## src/hw/mmu_irq_pkg.sv

```systemverilog
// Shared constants for the display and digitizer interrupt block
package mmu_irq_pkg;

  // ---------------------------------------------------------------
  // Register map, byte addresses of 32-bit words
  // ---------------------------------------------------------------
  localparam int          ADDR_W          = 5;
  localparam logic [4:0]  OFF_STATUS_MODE = 5'h00;
  localparam logic [4:0]  OFF_DIAG_A      = 5'h04;
  localparam logic [4:0]  OFF_DIAG_B      = 5'h08;
  localparam logic [4:0]  OFF_IRQ_STATUS  = 5'h0c;
  localparam logic [4:0]  OFF_IRQ_MASK    = 5'h10;

  // ---------------------------------------------------------------
  // Status and mode register fields
  // ---------------------------------------------------------------
  localparam int          SMR_W           = 16;
  localparam int          SMR_CLR_DISP    = 3;
  localparam int          SMR_CLR_DIG     = 4;
  localparam int          SMR_DISP_EN     = 9;
  localparam logic [15:0] SMR_RESET       = 16'h0000;
  localparam logic [15:0] SMR_DIAG_KEY    = 16'h007f;

  // ---------------------------------------------------------------
  // Diagnostic port codes
  // ---------------------------------------------------------------
  localparam int          DIAG_W          = 8;
  localparam logic [7:0]  DIAG_A_ENTER    = 8'h1a;
  localparam logic [7:0]  DIAG_B_ENTER    = 8'h04;
  localparam logic [7:0]  DIAG_B_LEAVE    = 8'h05;
  localparam logic [7:0]  DIAG_RESET      = 8'h00;

  // ---------------------------------------------------------------
  // Event status bits, shared by status and mask registers
  // ---------------------------------------------------------------
  localparam int          EV_W            = 3;
  localparam int          EV_DISP         = 0;
  localparam int          EV_DIG          = 1;
  localparam int          EV_DIAG         = 2;
  localparam logic [2:0]  EV_RESET        = 3'h0;

  // ---------------------------------------------------------------
  // Pin synchroniser
  // ---------------------------------------------------------------
  localparam int          PIN_W           = 3;
  localparam int          PIN_SEND_NEW    = 0;
  localparam int          PIN_DIG_REQ     = 1;
  localparam int          PIN_MSG_SEL     = 2;
  localparam logic [2:0]  PIN_IDLE        = 3'h3;

endpackage

```

## src/hw/pin_sync_if.sv

```systemverilog
// Carrier between the pin synchroniser and the interrupt logic
`timescale 1ns/1ps
interface pin_sync_if #(
  parameter int WIDTH = 3
);
  logic [WIDTH-1:0] raw;
  logic [WIDTH-1:0] level;

  modport filter (input raw, output level);
  modport user   (output raw, input level);
endinterface

```

## src/hw/pin_sync.sv

```systemverilog
// Three-stage synchroniser with agreement filter for external pins
`timescale 1ns/1ps
module pin_sync #(
  parameter int               WIDTH      = 3,
  parameter logic [WIDTH-1:0] IDLE_LEVEL = '1
) (
  input  wire logic clock_i,
  input  wire logic rst_i,
  pin_sync_if.filter pins
);

  typedef struct packed {
    logic [WIDTH-1:0] stage1;
    logic [WIDTH-1:0] stage2;
    logic [WIDTH-1:0] stage3;
    logic [WIDTH-1:0] level;
  } sync_state_t;

  localparam sync_state_t SYNC_RESET = '{IDLE_LEVEL, IDLE_LEVEL, IDLE_LEVEL, IDLE_LEVEL};

  sync_state_t s;
  sync_state_t next_s;

  // Stage one feeds only stage two; the filter looks at stages two and three
  always_comb begin
    next_s        = s;
    next_s.stage1 = pins.raw;
    next_s.stage2 = s.stage1;
    next_s.stage3 = s.stage2;
    for (int i = 0; i < WIDTH; i++) begin
      if (s.stage2[i] == s.stage3[i]) begin
        next_s.level[i] = s.stage3[i];
      end
    end
  end

  always_ff @(posedge clock_i) begin
    if (rst_i) begin
      s <= SYNC_RESET;
    end else begin
      s <= next_s;
    end
  end

  assign pins.level = s.level;

endmodule

```

## src/hw/mmu_display_digitizer_irq.sv

```systemverilog
// Display-cycle and digitizer-message interrupt requests with register slave
// Overview of operation
// Host enters diagnostics: 1a, 007f, then 4
// Host leaves diagnostics: 5 then 007f
// Enabled send-new pulse raises display request
// Clear bit 3 drops display request
// Digitizer pulse then select low raises request
// Clear bit 4 drops digitizer request
// Display request drives slave input zero
// Digitizer request drives slave input one
// Host unmasks both cascade levels to see requests
// Requests hold as levels until cleared
`timescale 1ns/1ps
module mmu_display_digitizer_irq (
  input  wire logic        clock_i,
  input  wire logic        rst_i,
  input  wire logic [4:0]  address_i,
  input  wire logic        read_i,
  input  wire logic        write_i,
  input  wire logic [31:0] writedata_i,
  input  wire logic [3:0]  byteenable_i,
  output logic      [31:0] readdata_o,
  output logic             waitrequest_o,
  input  wire logic        send_new_strobe_n_i,
  input  wire logic        digitizer_request_n_i,
  input  wire logic        message_select_i,
  output logic             slave_request_in0_o,
  output logic             slave_request_in1_o,
  output logic             diag_mode_o,
  output logic             irq_o
);

  // ---------------------------------------------------------------
  // Types and state
  // ---------------------------------------------------------------
  typedef enum logic [2:0] {
    DIG_IDLE  = 3'b001,
    DIG_LOW   = 3'b010,
    DIG_ARMED = 3'b100
  } dig_state_t;

  typedef enum logic [4:0] {
    DIAG_NORMAL  = 5'b00001,
    DIAG_GOT_A   = 5'b00010,
    DIAG_GOT_KEY = 5'b00100,
    DIAG_ISOLATE = 5'b01000,
    DIAG_LEAVING = 5'b10000
  } diag_state_t;

  typedef struct packed {
    logic [15:0] status_mode_reg;
    logic [7:0]  diag_a;
    logic [7:0]  diag_b;
    logic [2:0]  status;
    logic [2:0]  mask;
    dig_state_t  dig;
    diag_state_t diag;
    logic        send_prev;
    logic        disp_irq;
    logic        dig_irq;
    logic        diag_out;
    logic        irq_out;
    logic        waitreq;
    logic [31:0] rdata;
  } irq_state_t;

  localparam irq_state_t STATE_RESET = '{
    status_mode_reg:       mmu_irq_pkg::SMR_RESET,
    diag_a:    mmu_irq_pkg::DIAG_RESET,
    diag_b:    mmu_irq_pkg::DIAG_RESET,
    status:    mmu_irq_pkg::EV_RESET,
    mask:      mmu_irq_pkg::EV_RESET,
    dig:       DIG_IDLE,
    diag:      DIAG_NORMAL,
    send_prev: 1'b1,
    disp_irq:  1'b0,
    dig_irq:   1'b0,
    diag_out:  1'b0,
    irq_out:   1'b0,
    waitreq:   1'b1,
    rdata:     32'h0000_0000
  };

  irq_state_t s;
  irq_state_t next_s;

  // ---------------------------------------------------------------
  // Pin synchronisers
  // ---------------------------------------------------------------
  pin_sync_if #(.WIDTH(mmu_irq_pkg::PIN_W)) pins ();

  assign pins.raw = {message_select_i, digitizer_request_n_i, send_new_strobe_n_i};

  pin_sync #(
    .WIDTH      (mmu_irq_pkg::PIN_W),
    .IDLE_LEVEL (mmu_irq_pkg::PIN_IDLE)
  ) u_pin_sync (
    .clock_i (clock_i),
    .rst_i   (rst_i),
    .pins    (pins)
  );

  logic send_lvl;
  logic dig_req_n;
  logic msg_sel;

  assign send_lvl  = pins.level[mmu_irq_pkg::PIN_SEND_NEW];
  assign dig_req_n = pins.level[mmu_irq_pkg::PIN_DIG_REQ];
  assign msg_sel   = pins.level[mmu_irq_pkg::PIN_MSG_SEL];

  // ---------------------------------------------------------------
  // Bus decode helpers
  // ---------------------------------------------------------------
  function automatic logic hit(input logic [4:0] addr, input logic [4:0] off);
    return addr[4:2] == off[4:2];
  endfunction

  function automatic logic [31:0] lane_mask(input logic [3:0] be);
    return {{8{be[3]}}, {8{be[2]}}, {8{be[1]}}, {8{be[0]}}};
  endfunction

  logic        accept;
  logic        wr_acc;
  logic [31:0] wmask;
  logic [31:0] wdata;
  logic        smr_wr;
  logic        clr_disp;
  logic        clr_dig;
  logic        disp_raise;
  logic        dig_raise;
  logic [2:0]  rd_clr;
  logic [2:0]  events;
  logic [15:0] smr_wval;

  // A request is taken at the edge where waitrequest stands low
  assign accept   = (read_i | write_i) & ~s.waitreq;
  assign wr_acc   = accept & write_i;
  assign wmask    = lane_mask(byteenable_i);
  assign wdata    = writedata_i & wmask;
  assign smr_wr   = wr_acc & hit(address_i, mmu_irq_pkg::OFF_STATUS_MODE);
  assign smr_wval = (s.status_mode_reg & ~wmask[15:0]) | wdata[15:0];
  assign clr_disp = smr_wr & wdata[mmu_irq_pkg::SMR_CLR_DISP];
  assign clr_dig  = smr_wr & wdata[mmu_irq_pkg::SMR_CLR_DIG];

  // Enabled rising edge of the send-new strobe starts a write-display cycle
  assign disp_raise = send_lvl & ~s.send_prev & s.status_mode_reg[mmu_irq_pkg::SMR_DISP_EN];
  assign dig_raise  = (s.dig == DIG_ARMED) & dig_req_n & ~msg_sel;

  // Only bits already reported in the read data are cleared, so a late
  // event is never swallowed by the read that could not show it
  assign rd_clr = (accept & read_i & hit(address_i, mmu_irq_pkg::OFF_IRQ_STATUS))
                  ? s.rdata[2:0] : 3'h0;

  // ---------------------------------------------------------------
  // Next-state logic
  // ---------------------------------------------------------------
  always_comb begin
    next_s = s;
    events = 3'h0;

    // Bus handshake: one wait cycle, then a single low cycle
    next_s.waitreq = 1'b1;
    if ((read_i | write_i) && s.waitreq) begin
      next_s.waitreq = 1'b0;
      unique case (1'b1)
        hit(address_i, mmu_irq_pkg::OFF_STATUS_MODE): begin
          next_s.rdata = {16'h0000, s.status_mode_reg};
          next_s.rdata[mmu_irq_pkg::SMR_CLR_DISP] = s.disp_irq;
          next_s.rdata[mmu_irq_pkg::SMR_CLR_DIG]  = s.dig_irq;
        end
        hit(address_i, mmu_irq_pkg::OFF_DIAG_A):     next_s.rdata = {24'h000000, s.diag_a};
        hit(address_i, mmu_irq_pkg::OFF_DIAG_B):     next_s.rdata = {24'h000000, s.diag_b};
        hit(address_i, mmu_irq_pkg::OFF_IRQ_STATUS): next_s.rdata = {29'h0, s.status};
        hit(address_i, mmu_irq_pkg::OFF_IRQ_MASK):   next_s.rdata = {29'h0, s.mask};
        default:                                     next_s.rdata = 32'h0000_0000;
      endcase
    end

    // Register writes; the clear bits act as strobes and are not stored
    if (smr_wr) begin
      next_s.status_mode_reg = smr_wval;
      next_s.status_mode_reg[mmu_irq_pkg::SMR_CLR_DISP] = 1'b0;
      next_s.status_mode_reg[mmu_irq_pkg::SMR_CLR_DIG]  = 1'b0;
    end
    if (wr_acc && hit(address_i, mmu_irq_pkg::OFF_DIAG_A) && byteenable_i[0]) begin
      next_s.diag_a = wdata[7:0];
    end
    if (wr_acc && hit(address_i, mmu_irq_pkg::OFF_DIAG_B) && byteenable_i[0]) begin
      next_s.diag_b = wdata[7:0];
    end
    if (wr_acc && hit(address_i, mmu_irq_pkg::OFF_IRQ_MASK) && byteenable_i[0]) begin
      next_s.mask = wdata[2:0];
    end

    // Diagnostic-mode entry and exit sequence; a wrong entry step (mask writes aside) restarts entry, exit waits
    if (wr_acc && byteenable_i[0]) begin
      unique case (s.diag)
        DIAG_NORMAL: begin
          if (hit(address_i, mmu_irq_pkg::OFF_DIAG_A) &&
              wdata[7:0] == mmu_irq_pkg::DIAG_A_ENTER) begin
            next_s.diag = DIAG_GOT_A;
          end
        end
        DIAG_GOT_A: begin
          if (smr_wr) begin
            next_s.diag = (smr_wval == mmu_irq_pkg::SMR_DIAG_KEY) ? DIAG_GOT_KEY
                                                                   : DIAG_NORMAL;
          end else if (!hit(address_i, mmu_irq_pkg::OFF_IRQ_MASK)) begin
            next_s.diag = DIAG_NORMAL;
          end
        end
        DIAG_GOT_KEY: begin
          if (hit(address_i, mmu_irq_pkg::OFF_DIAG_B)) begin
            next_s.diag = (wdata[7:0] == mmu_irq_pkg::DIAG_B_ENTER) ? DIAG_ISOLATE
                                                                    : DIAG_NORMAL;
          end else if (!hit(address_i, mmu_irq_pkg::OFF_IRQ_MASK)) begin
            next_s.diag = DIAG_NORMAL;
          end
        end
        DIAG_ISOLATE: begin
          if (hit(address_i, mmu_irq_pkg::OFF_DIAG_B) &&
              wdata[7:0] == mmu_irq_pkg::DIAG_B_LEAVE) begin
            next_s.diag = DIAG_LEAVING;
          end
        end
        DIAG_LEAVING: begin
          if (smr_wr && smr_wval == mmu_irq_pkg::SMR_DIAG_KEY) begin
            next_s.diag = DIAG_NORMAL;
          end
        end
      endcase
    end
    next_s.diag_out = (next_s.diag == DIAG_ISOLATE) || (next_s.diag == DIAG_LEAVING);
    events[mmu_irq_pkg::EV_DIAG] = next_s.diag_out ^ s.diag_out;

    // End-of-digitizer-message handshake tracker
    unique case (s.dig)
      DIG_IDLE: begin
        if (!dig_req_n && msg_sel) begin
          next_s.dig = DIG_LOW;
        end
      end
      DIG_LOW: begin
        if (!msg_sel) begin
          next_s.dig = DIG_IDLE;
        end else if (dig_req_n) begin
          next_s.dig = DIG_ARMED;
        end
      end
      DIG_ARMED: begin
        if (dig_raise) begin
          next_s.dig = DIG_IDLE;
        end else if (!dig_req_n) begin
          next_s.dig = msg_sel ? DIG_LOW : DIG_IDLE;
        end
      end
    endcase

    // Requests are levels; a raise in the clearing cycle wins
    next_s.send_prev = send_lvl;
    next_s.disp_irq  = disp_raise | (s.disp_irq & ~clr_disp);
    next_s.dig_irq   = dig_raise | (s.dig_irq & ~clr_dig);
    events[mmu_irq_pkg::EV_DISP] = disp_raise;
    events[mmu_irq_pkg::EV_DIG]  = dig_raise;

    next_s.status  = (s.status & ~rd_clr) | events;
    next_s.irq_out = |(next_s.status & next_s.mask);
  end

  always_ff @(posedge clock_i) begin
    if (rst_i) begin
      s <= STATE_RESET;
    end else begin
      s <= next_s;
    end
  end

  // ---------------------------------------------------------------
  // Outputs
  // ---------------------------------------------------------------
  assign readdata_o          = s.rdata;
  assign waitrequest_o       = s.waitreq;
  assign slave_request_in0_o = s.disp_irq;
  assign slave_request_in1_o = s.dig_irq;
  assign diag_mode_o         = s.diag_out;
  assign irq_o               = s.irq_out;

  // ---------------------------------------------------------------
  // Assertions
  // ---------------------------------------------------------------
  logic irq_status_disp;
  assign irq_status_disp = s.status[mmu_irq_pkg::EV_DISP];
endmodule

```

## config.mk

```make
export PLATFORM = sky130hd
export DESIGN_NAME = mmu_display_digitizer_irq
export DESIGN_NICKNAME = d
export VERILOG_FILES = /design/src/hw/mmu_irq_pkg.sv /design/src/hw/pin_sync_if.sv /design/src/hw/pin_sync.sv /design/src/hw/mmu_display_digitizer_irq.sv
export SDC_FILE = /design/constraint.sdc
export NUM_CORES = 1
export LEC_CHECK = 0
export BUFFER_PORTS_ARGS = -buffer_cell sky130_fd_sc_hd__buf_2
export CAP_MARGIN = 5
export CORE_MARGIN = 1.5
export CORE_UTILIZATION = 25
export CTS_CLUSTER_DIAMETER = 120
export DETAILED_ROUTE_END_ITERATION = 8
export PLACE_DENSITY = 0.44
export SYNTH_ARGS = -nofsm -noshare
export SYNTH_HDL_FRONTEND = slang
export SYNTH_SLANG_ARGS = --single-unit
```

## constraint.sdc

```tcl
create_clock -name clock_i -period 2.9 [get_ports clock_i]
set_clock_uncertainty 0.05 [all_clocks]
set_input_delay 0.435 -clock clock_i [delete_from_list [all_inputs] [get_ports clock_i]]
set_output_delay 0.435 -clock clock_i [all_outputs]
set_load 0.02 [all_outputs]
```

# Word-level counts from Yosys, hierarchy flattened
# Index checks and enable logic that the tools add are counted.
totals:
  input_bits: 48
  elab_cells: 112
  register_bits: 94
  output_inout_bits: 37
op_classes:
  reduce_logical: 17
  n_eq_ne: 24
  n_mux: 21
  n_bitwise: 30
op_table:
  columns: ["op", "n"]
  rows:
  - ["16-bit case mux with 5 select lines", 1]
  - ["5-bit 2-to-1 mux", 7]
  - ["33-bit 2-to-1 mux", 1]
  - ["16-bit AND", 2]
  - ["5-bit case mux with 5 select lines", 1]
  - ["3-bit 2-to-1 mux", 8]
  - ["16-bit by 7-bit equality test with 1-bit output, second input constant", 1]
  - ["8-bit by 3-bit equality test with 1-bit output, second input constant", 2]
  - ["16-bit NOT", 1]
  - ["16-bit OR", 1]
  - ["1-bit AND", 13]
  - ["1-bit logical AND", 12]
  - ["5-bit by 4-bit equality test with 1-bit output, second input constant", 2]
  - ["5-bit equality test, second input constant", 2]
  - ["3-bit by 2-bit equality test with 1-bit output, second input constant", 3]
  - ["3-bit case mux with 3 select lines", 1]
  - ["8-bit by 5-bit equality test with 1-bit output, second input constant", 1]
  - ["3-bit AND", 2]
  - ["3-bit by 1-bit equality test with 1-bit output, second input constant", 2]
  - ["3-bit equality test, second input constant", 2]
  - ["3-bit != test, second input constant", 2]
  - ["5-bit by 1-bit equality test with 1-bit output, second input constant", 1]
  - ["5-bit by 2-bit equality test with 1-bit output, second input constant", 1]
  - ["5-bit by 3-bit equality test with 1-bit output, second input constant", 1]
  - ["14 further kinds", 22]

# Depth between registers and ports, before layout
depth:
  depth_word: 14
  depth_mapped: 9
  ltp_nobuf: 7

# Hierarchy
# From an unflattened synthesis, not the netlist that was laid out.
unflattened:
  cells_unflattened: 426
  hier_area_um2: 3724.8
modules_own_cells:
  columns: ["mod", "instances", "seq_area_each_um2", "area_each_um2", "cells_per_inst"]
  rows:
  - ["mmu_display_digitizer_irq", 1, 1321.3, 3345.7, 392]
  - ["pin_sync", 1, 240.2, 379.1, 34]

# Least setup slack after synthesis
# Ideal clock, no wire load.
synth_timing:
  kind: "input port to flip-flop"
  start: "input port writedata_i[9]"
  end: "register s, in the netlist irq_o"
  slack_ns: 0.191
  t_required_ns: 2.763
  n_path_buf: 0
  stages: 7
  setup_time_ns: 0.087
  t_arrival_ns: 2.572
  cell_sequence: "or4b_1 > o22a_1 > or4_4 > a41oi_2 > a21oi_2 > o311a_1 > o31ai_1"
synth_via:
  elab_chain_len: 13
  word_cells_on_any_way: 16
  cone_classes: "eq/ne (3); mux (5); bitwise (5); reduce/logical (3)"
synth_rtl:
  columns: ["item", "line", "source"]
  rows:
  - ["start, declared", "mmu_display_digitizer_irq.sv:20", "input wire logic [31:0] writedata_i,"]
  - ["16-bit AND (*)", "mmu_display_digitizer_irq.sv:139", "assign wdata = writedata_i & wmask;"]
  - ["16-bit OR (*)", "mmu_display_digitizer_irq.sv:141", "assign smr_wval = (s.status_mode_reg & ~wmask[15:0]) | wdata[15:0];"]
  - ["16-bit by 7-bit equality test with 1-bit output (*)", "mmu_display_digitizer_irq.sv:206, mmu_display_digitizer_irq.sv:227", null]
  - ["3-bit 2-to-1 mux / 1-bit logical AND (equally long branches)", "mmu_display_digitizer_irq.sv:206, mmu_display_digitizer_irq.sv:227", null]
  - ["5-bit 2-to-1 mux, on equally long branches", "mmu_display_digitizer_irq.sv:205, mmu_display_digitizer_irq.sv:227", null]
  - ["5-bit case mux with 5 select lines (*)", "mmu_display_digitizer_irq.sv:197", "unique case (s.diag)"]
  - ["5-bit 2-to-1 mux (*)", "mmu_display_digitizer_irq.sv:196", "if (wr_acc && byteenable_i[0]) begin"]
  - ["5-bit by 4-bit equality test with 1-bit output / 5-bit equality test (equally long branches)", "mmu_display_digitizer_irq.sv:233", "next_s.diag_out = (next_s.diag == DIAG_ISOLATE) || (next_s.diag == DIAG_LEAVING);"]
  - ["1-bit logical OR (*)", "mmu_display_digitizer_irq.sv:233", null]
  - ["1-bit bitwise XOR (*)", "mmu_display_digitizer_irq.sv:234", "events[mmu_irq_pkg::EV_DIAG] = next_s.diag_out ^ s.diag_out;"]
  - ["3-bit OR (*)", "mmu_display_digitizer_irq.sv:266", "next_s.status = (s.status & ~rd_clr) | events;"]
  - ["3-bit AND (*)", "mmu_display_digitizer_irq.sv:267", "next_s.irq_out = |(next_s.status & next_s.mask);"]
  - ["3-bit OR reduction (*)", "mmu_display_digitizer_irq.sv:267", null]
  - ["end signal, assigned", "mmu_display_digitizer_irq.sv:274", "s <= next_s;"]
  - ["end, declared", "mmu_display_digitizer_irq.sv:84", "irq_state_t s;"]
# Every way passes the cells marked *; elsewhere a longest branch is shown, timed or not.
# A chain may end at the register's enable or synchronous reset.

# Worst setup path in the final report
layout_timing:
  start: "register s[80] (netlist bit)"
  end: "register s, in the netlist irq_o"
layout_via:
  elab_chain_len: 13
  word_cells_on_any_way: 16
  cone_classes: "eq/ne (3); mux (5); bitwise (5); reduce/logical (3)"
layout_rtl:
  columns: ["item", "line"]
  rows:
  - ["16-bit AND (*)", "mmu_display_digitizer_irq.sv:141"]
  - ["16-bit OR (*)", "mmu_display_digitizer_irq.sv:141"]
  - ["16-bit by 7-bit equality test with 1-bit output (*)", "mmu_display_digitizer_irq.sv:206, mmu_display_digitizer_irq.sv:227"]
  - ["3-bit 2-to-1 mux / 1-bit logical AND (equally long branches)", "mmu_display_digitizer_irq.sv:206, mmu_display_digitizer_irq.sv:227"]
  - ["5-bit 2-to-1 mux, on equally long branches", "mmu_display_digitizer_irq.sv:205, mmu_display_digitizer_irq.sv:227"]
  - ["5-bit case mux with 5 select lines (*)", "mmu_display_digitizer_irq.sv:197"]
  - ["5-bit 2-to-1 mux (*)", "mmu_display_digitizer_irq.sv:196"]
  - ["5-bit by 4-bit equality test with 1-bit output / 5-bit equality test (equally long branches)", "mmu_display_digitizer_irq.sv:233"]
  - ["1-bit logical OR (*)", "mmu_display_digitizer_irq.sv:233"]
  - ["1-bit bitwise XOR (*)", "mmu_display_digitizer_irq.sv:234"]
  - ["3-bit OR (*)", "mmu_display_digitizer_irq.sv:266"]
  - ["3-bit AND (*)", "mmu_display_digitizer_irq.sv:267"]
  - ["3-bit OR reduction (*)", "mmu_display_digitizer_irq.sv:267"]
# Marked as above.

==> metrics.txt <==
CTS clk-pin slew, worst paths around 60 ps; final instance area between 4000 and 5000 µm²; xor/xnor share of the synthesized area less than 1%; Setup TNS Final 0 ps; pwr dens 578 nW/µm²; Initial Util roughly 26%; Peak VDD IR between 400 and 500 µV; Hold Buf Count CTS 0; predominant post-synthesis flop cell dfxtp_1; n_diodes 0; FILL cells roughly 1,500; crit path launch type flop; Detail Route Antenna Nets 0; Pins Over Slew Limit 0; sequential fraction of the synthesis area 43.4%; Worst R2R Path Depth 7; CTS tree done; Slew @ Worst Pin ~680 ps; Post-CTS Setup Inserts 0; worst min path class in -> reg; Yosys reg bits 78; CP required 3110 ps; mux share of post-synthesis cell area under 10%; layout cells sized above 1 between 20% and 30%; max cap viols 0; Final nets approximately 520; die area 15,100 µm²; Area after DPL 3950 µm²; Crit Path Max Fanout 3; WL/cell between 10 and 15 µm; status complete, no violations; Hold Path Stages 2; yosys warns 0; Pleak between 1.5 and 2 nW; Max Fclk around 370 MHz; DRC Markers 0; Post-Synth Adder-Cell Area 0%; clock latency on the worst-skew pair ~340 ps; CTS buffer count 9; first-pass GRT wire length approximately 15,000 µm; initial antenna violation count 0; All-Layer GR Usage roughly an eighth; Hold EP u_pin_sync.next_s[7]; I/O pin count 85; Area growth syn-to-layout 18.8%; Post-DP HPWL approximately 6900 µm; final worst path period share 92.6%; final WL approximately 9500 µm; Final Hold Fails 0; Syn Std Cell Area 3600 µm²; number of flops mapped to enable cells by yosys 0; Yosys cell types between 40 and 50; cells after synthesis roughly 430; # setup viols final 0; kind of critical path reg -> reg; core area approximately 14,000 µm²; Max clock buf depth 2; RR Endpoint irq_o; Die W 123 µm; largest net degree at the start of global routing 39; slew margin rel. approximately 55%; Placed Instances 640; syn avg cell area 8.29 µm²; initial DRC count 233; # rows 43; Via Count 3,090; Synth Area in Compound Gates between 10% and 20%; First-pass DRT Iterations 5; chip height between 100 and 150 µm; gpl congestion between 0.7 and 0.8; # H-tree levels 3; flop-to-flop setup slack around 220 ps; Post-CTS Resized 0; number of global-route vias before repair slightly below 3,000; CP arrival approximately 2900 ps; Crit. End Element flop; CTS Root Cell clkbuf_16; Finished Layout Cells roughly 660; unrepaired setup endpoints after global routing false; largest family of logic cells by synthesized area simple AND/OR/NAND/NOR gates; I/O Buffers 48; Tmin final 2680 ps; fraction of the mapped netlist area in simple logic gates 24.3%; hold path startpoint digitizer_request_n_i; routed vias/inst 4.71; grt ovf 0; RR Startpoint s[80]; CTS sink cnt slightly below 80; asr flop ratio synth 0%
==> worst max-delay path, stage by stage, from the launching register on <==
cell and delay (ps):
dfxtp_1 330, or4_1 510, o22a_1 200, or4_4 540
a41oi_2 260, a21oi_2 110, o311a_1 380, o31ai_1 230
==> kinds of logic after synthesis <==
kind of cell | count (synthesis)
and+or+nand+nor | 179
AOI/OAI and AO/OA | 92
DFF | 78
buffers and inverters | 62
muxes | 19
xor gates and xnor gates | 3
other | 1
==> layout make-up <==
type	instances	area, µm²	share of cell area, %
clock buffers	11	243	5.68
clock inverters	5	81.3	1.90
inverters	5	18.8	0.439
multi-input cells	309	1760	41.1
flip-flops and latches	78	1560	36.5
well taps	180	225	5.27
repair buffers	68	390	9.13
==> Yosys cell counts (2+ instances only) <==
master / instances / area [µm²]
dfxtp_1: 78 / 1560
nor2_1: 50 / 188
nand2_1: 47 / 176
a21oi_1: 36 / 180
buf_4: 32 / 240
nand3_1: 27 / 135
clkbuf_1: 22 / 82.6
a22oi_1: 17 / 128
mux2i_1: 16 / 160
o21ai_0: 13 / 65.1
nor2b_1: 12 / 75.1
or2_2: 10 / 62.6
nor3_1: 7 / 35.0
inv_1: 5 / 18.8
a31oi_1: 4 / 25.0
nor3b_1: 4 / 30.0
nor4_1: 4 / 25.0
a221oi_1: 3 / 26.3
buf_1: 3 / 11.3
mux2_2: 3 / 33.8
nand3b_1: 3 / 22.5
nand4_1: 3 / 18.8
nor4bb_1: 3 / 30.0
xnor2_1: 3 / 26.3
a32oi_1: 2 / 17.5
and3b_1: 2 / 17.5
and4_1: 2 / 17.5
nand2b_1: 2 / 12.5
o21bai_1: 2 / 15.0
==> cell usage in the layout, fill, tap and decap left out, types with 3 or more instances in the layout <==
cell / count
a21oi_1: 36
a221oi_1: 3
a22oi_1: 17
a31oi_1: 4
buf_2: 48
buf_4: 20
clkbuf_16: 9
conb_1: 16
dfxtp_1: 78
inv_1: 5
mux2_2: 3
mux2i_1: 16
nand2_1: 47
nand3_1: 27
nand3b_1: 3
nand4_1: 3
nor2_1: 50
nor2b_1: 12
nor3_1: 7
nor3b_1: 4
nor4_1: 4
o21ai_0: 12
or2_2: 10
xnor2_1: 3
==> routing by layer <==
metal,part of all wire (%),GRT usage [%]
met1,46,16.6
met2,48,22.2
met3,4.7,4.01
met4,1.3,4.09
met5,0,0
==> how the worst max path moves through the flow <==
stage / slack [ps] / cells after the start / endpoint / startpoint
global route: 140 / 7 / irq_o / s[77]
floorplan: 190 / 7 / irq_o / writedata_i[9]
global placement: -8 / 8 / irq_o / writedata_i[9]
detailed placement: -70 / 8 / irq_o / writedata_i[9]
CTS: 210 / 7 / irq_o / s[80]
finish: 220 / 7 / irq_o / s[80]
==> sequential cells by signal, summed over array words and instances, names as in the netlist <==
signal and flops:
diag_mode_o 1, irq_o 1, irq_status_disp 1, readdata_o 16, s 44, slave_request_in0_o 1, slave_request_in1_o 1, u_pin_sync.next_s 6
u_pin_sync.pins.level 3, u_pin_sync.s 3, waitrequest_o 1
==> through the flow <==
step	power, mW	worst slack [ps]	utilization [%]	hold slack [ps]
after floorplan	1.21	191	-	339
after global placement	1.26	-7.89	28.2	341
after detailed placement	1.26	-67.6	28.2	343
after CTS	2.51	207	30.6	213
after global routing	2.57	141	30.6	221
final	2.47	215	30.6	227
==> power breakdown <==
group / total (mW) / switching, mW / internal [mW] / leakage (nW)
sequential: 1.08 / 0.00366 / 1.08 / 0.630
combinational: 0.155 / 0.107 / 0.0482 / 0.868
clock: 1.23 / 0.453 / 0.779 / 0.156
Power figures use the tool's default switching activity.
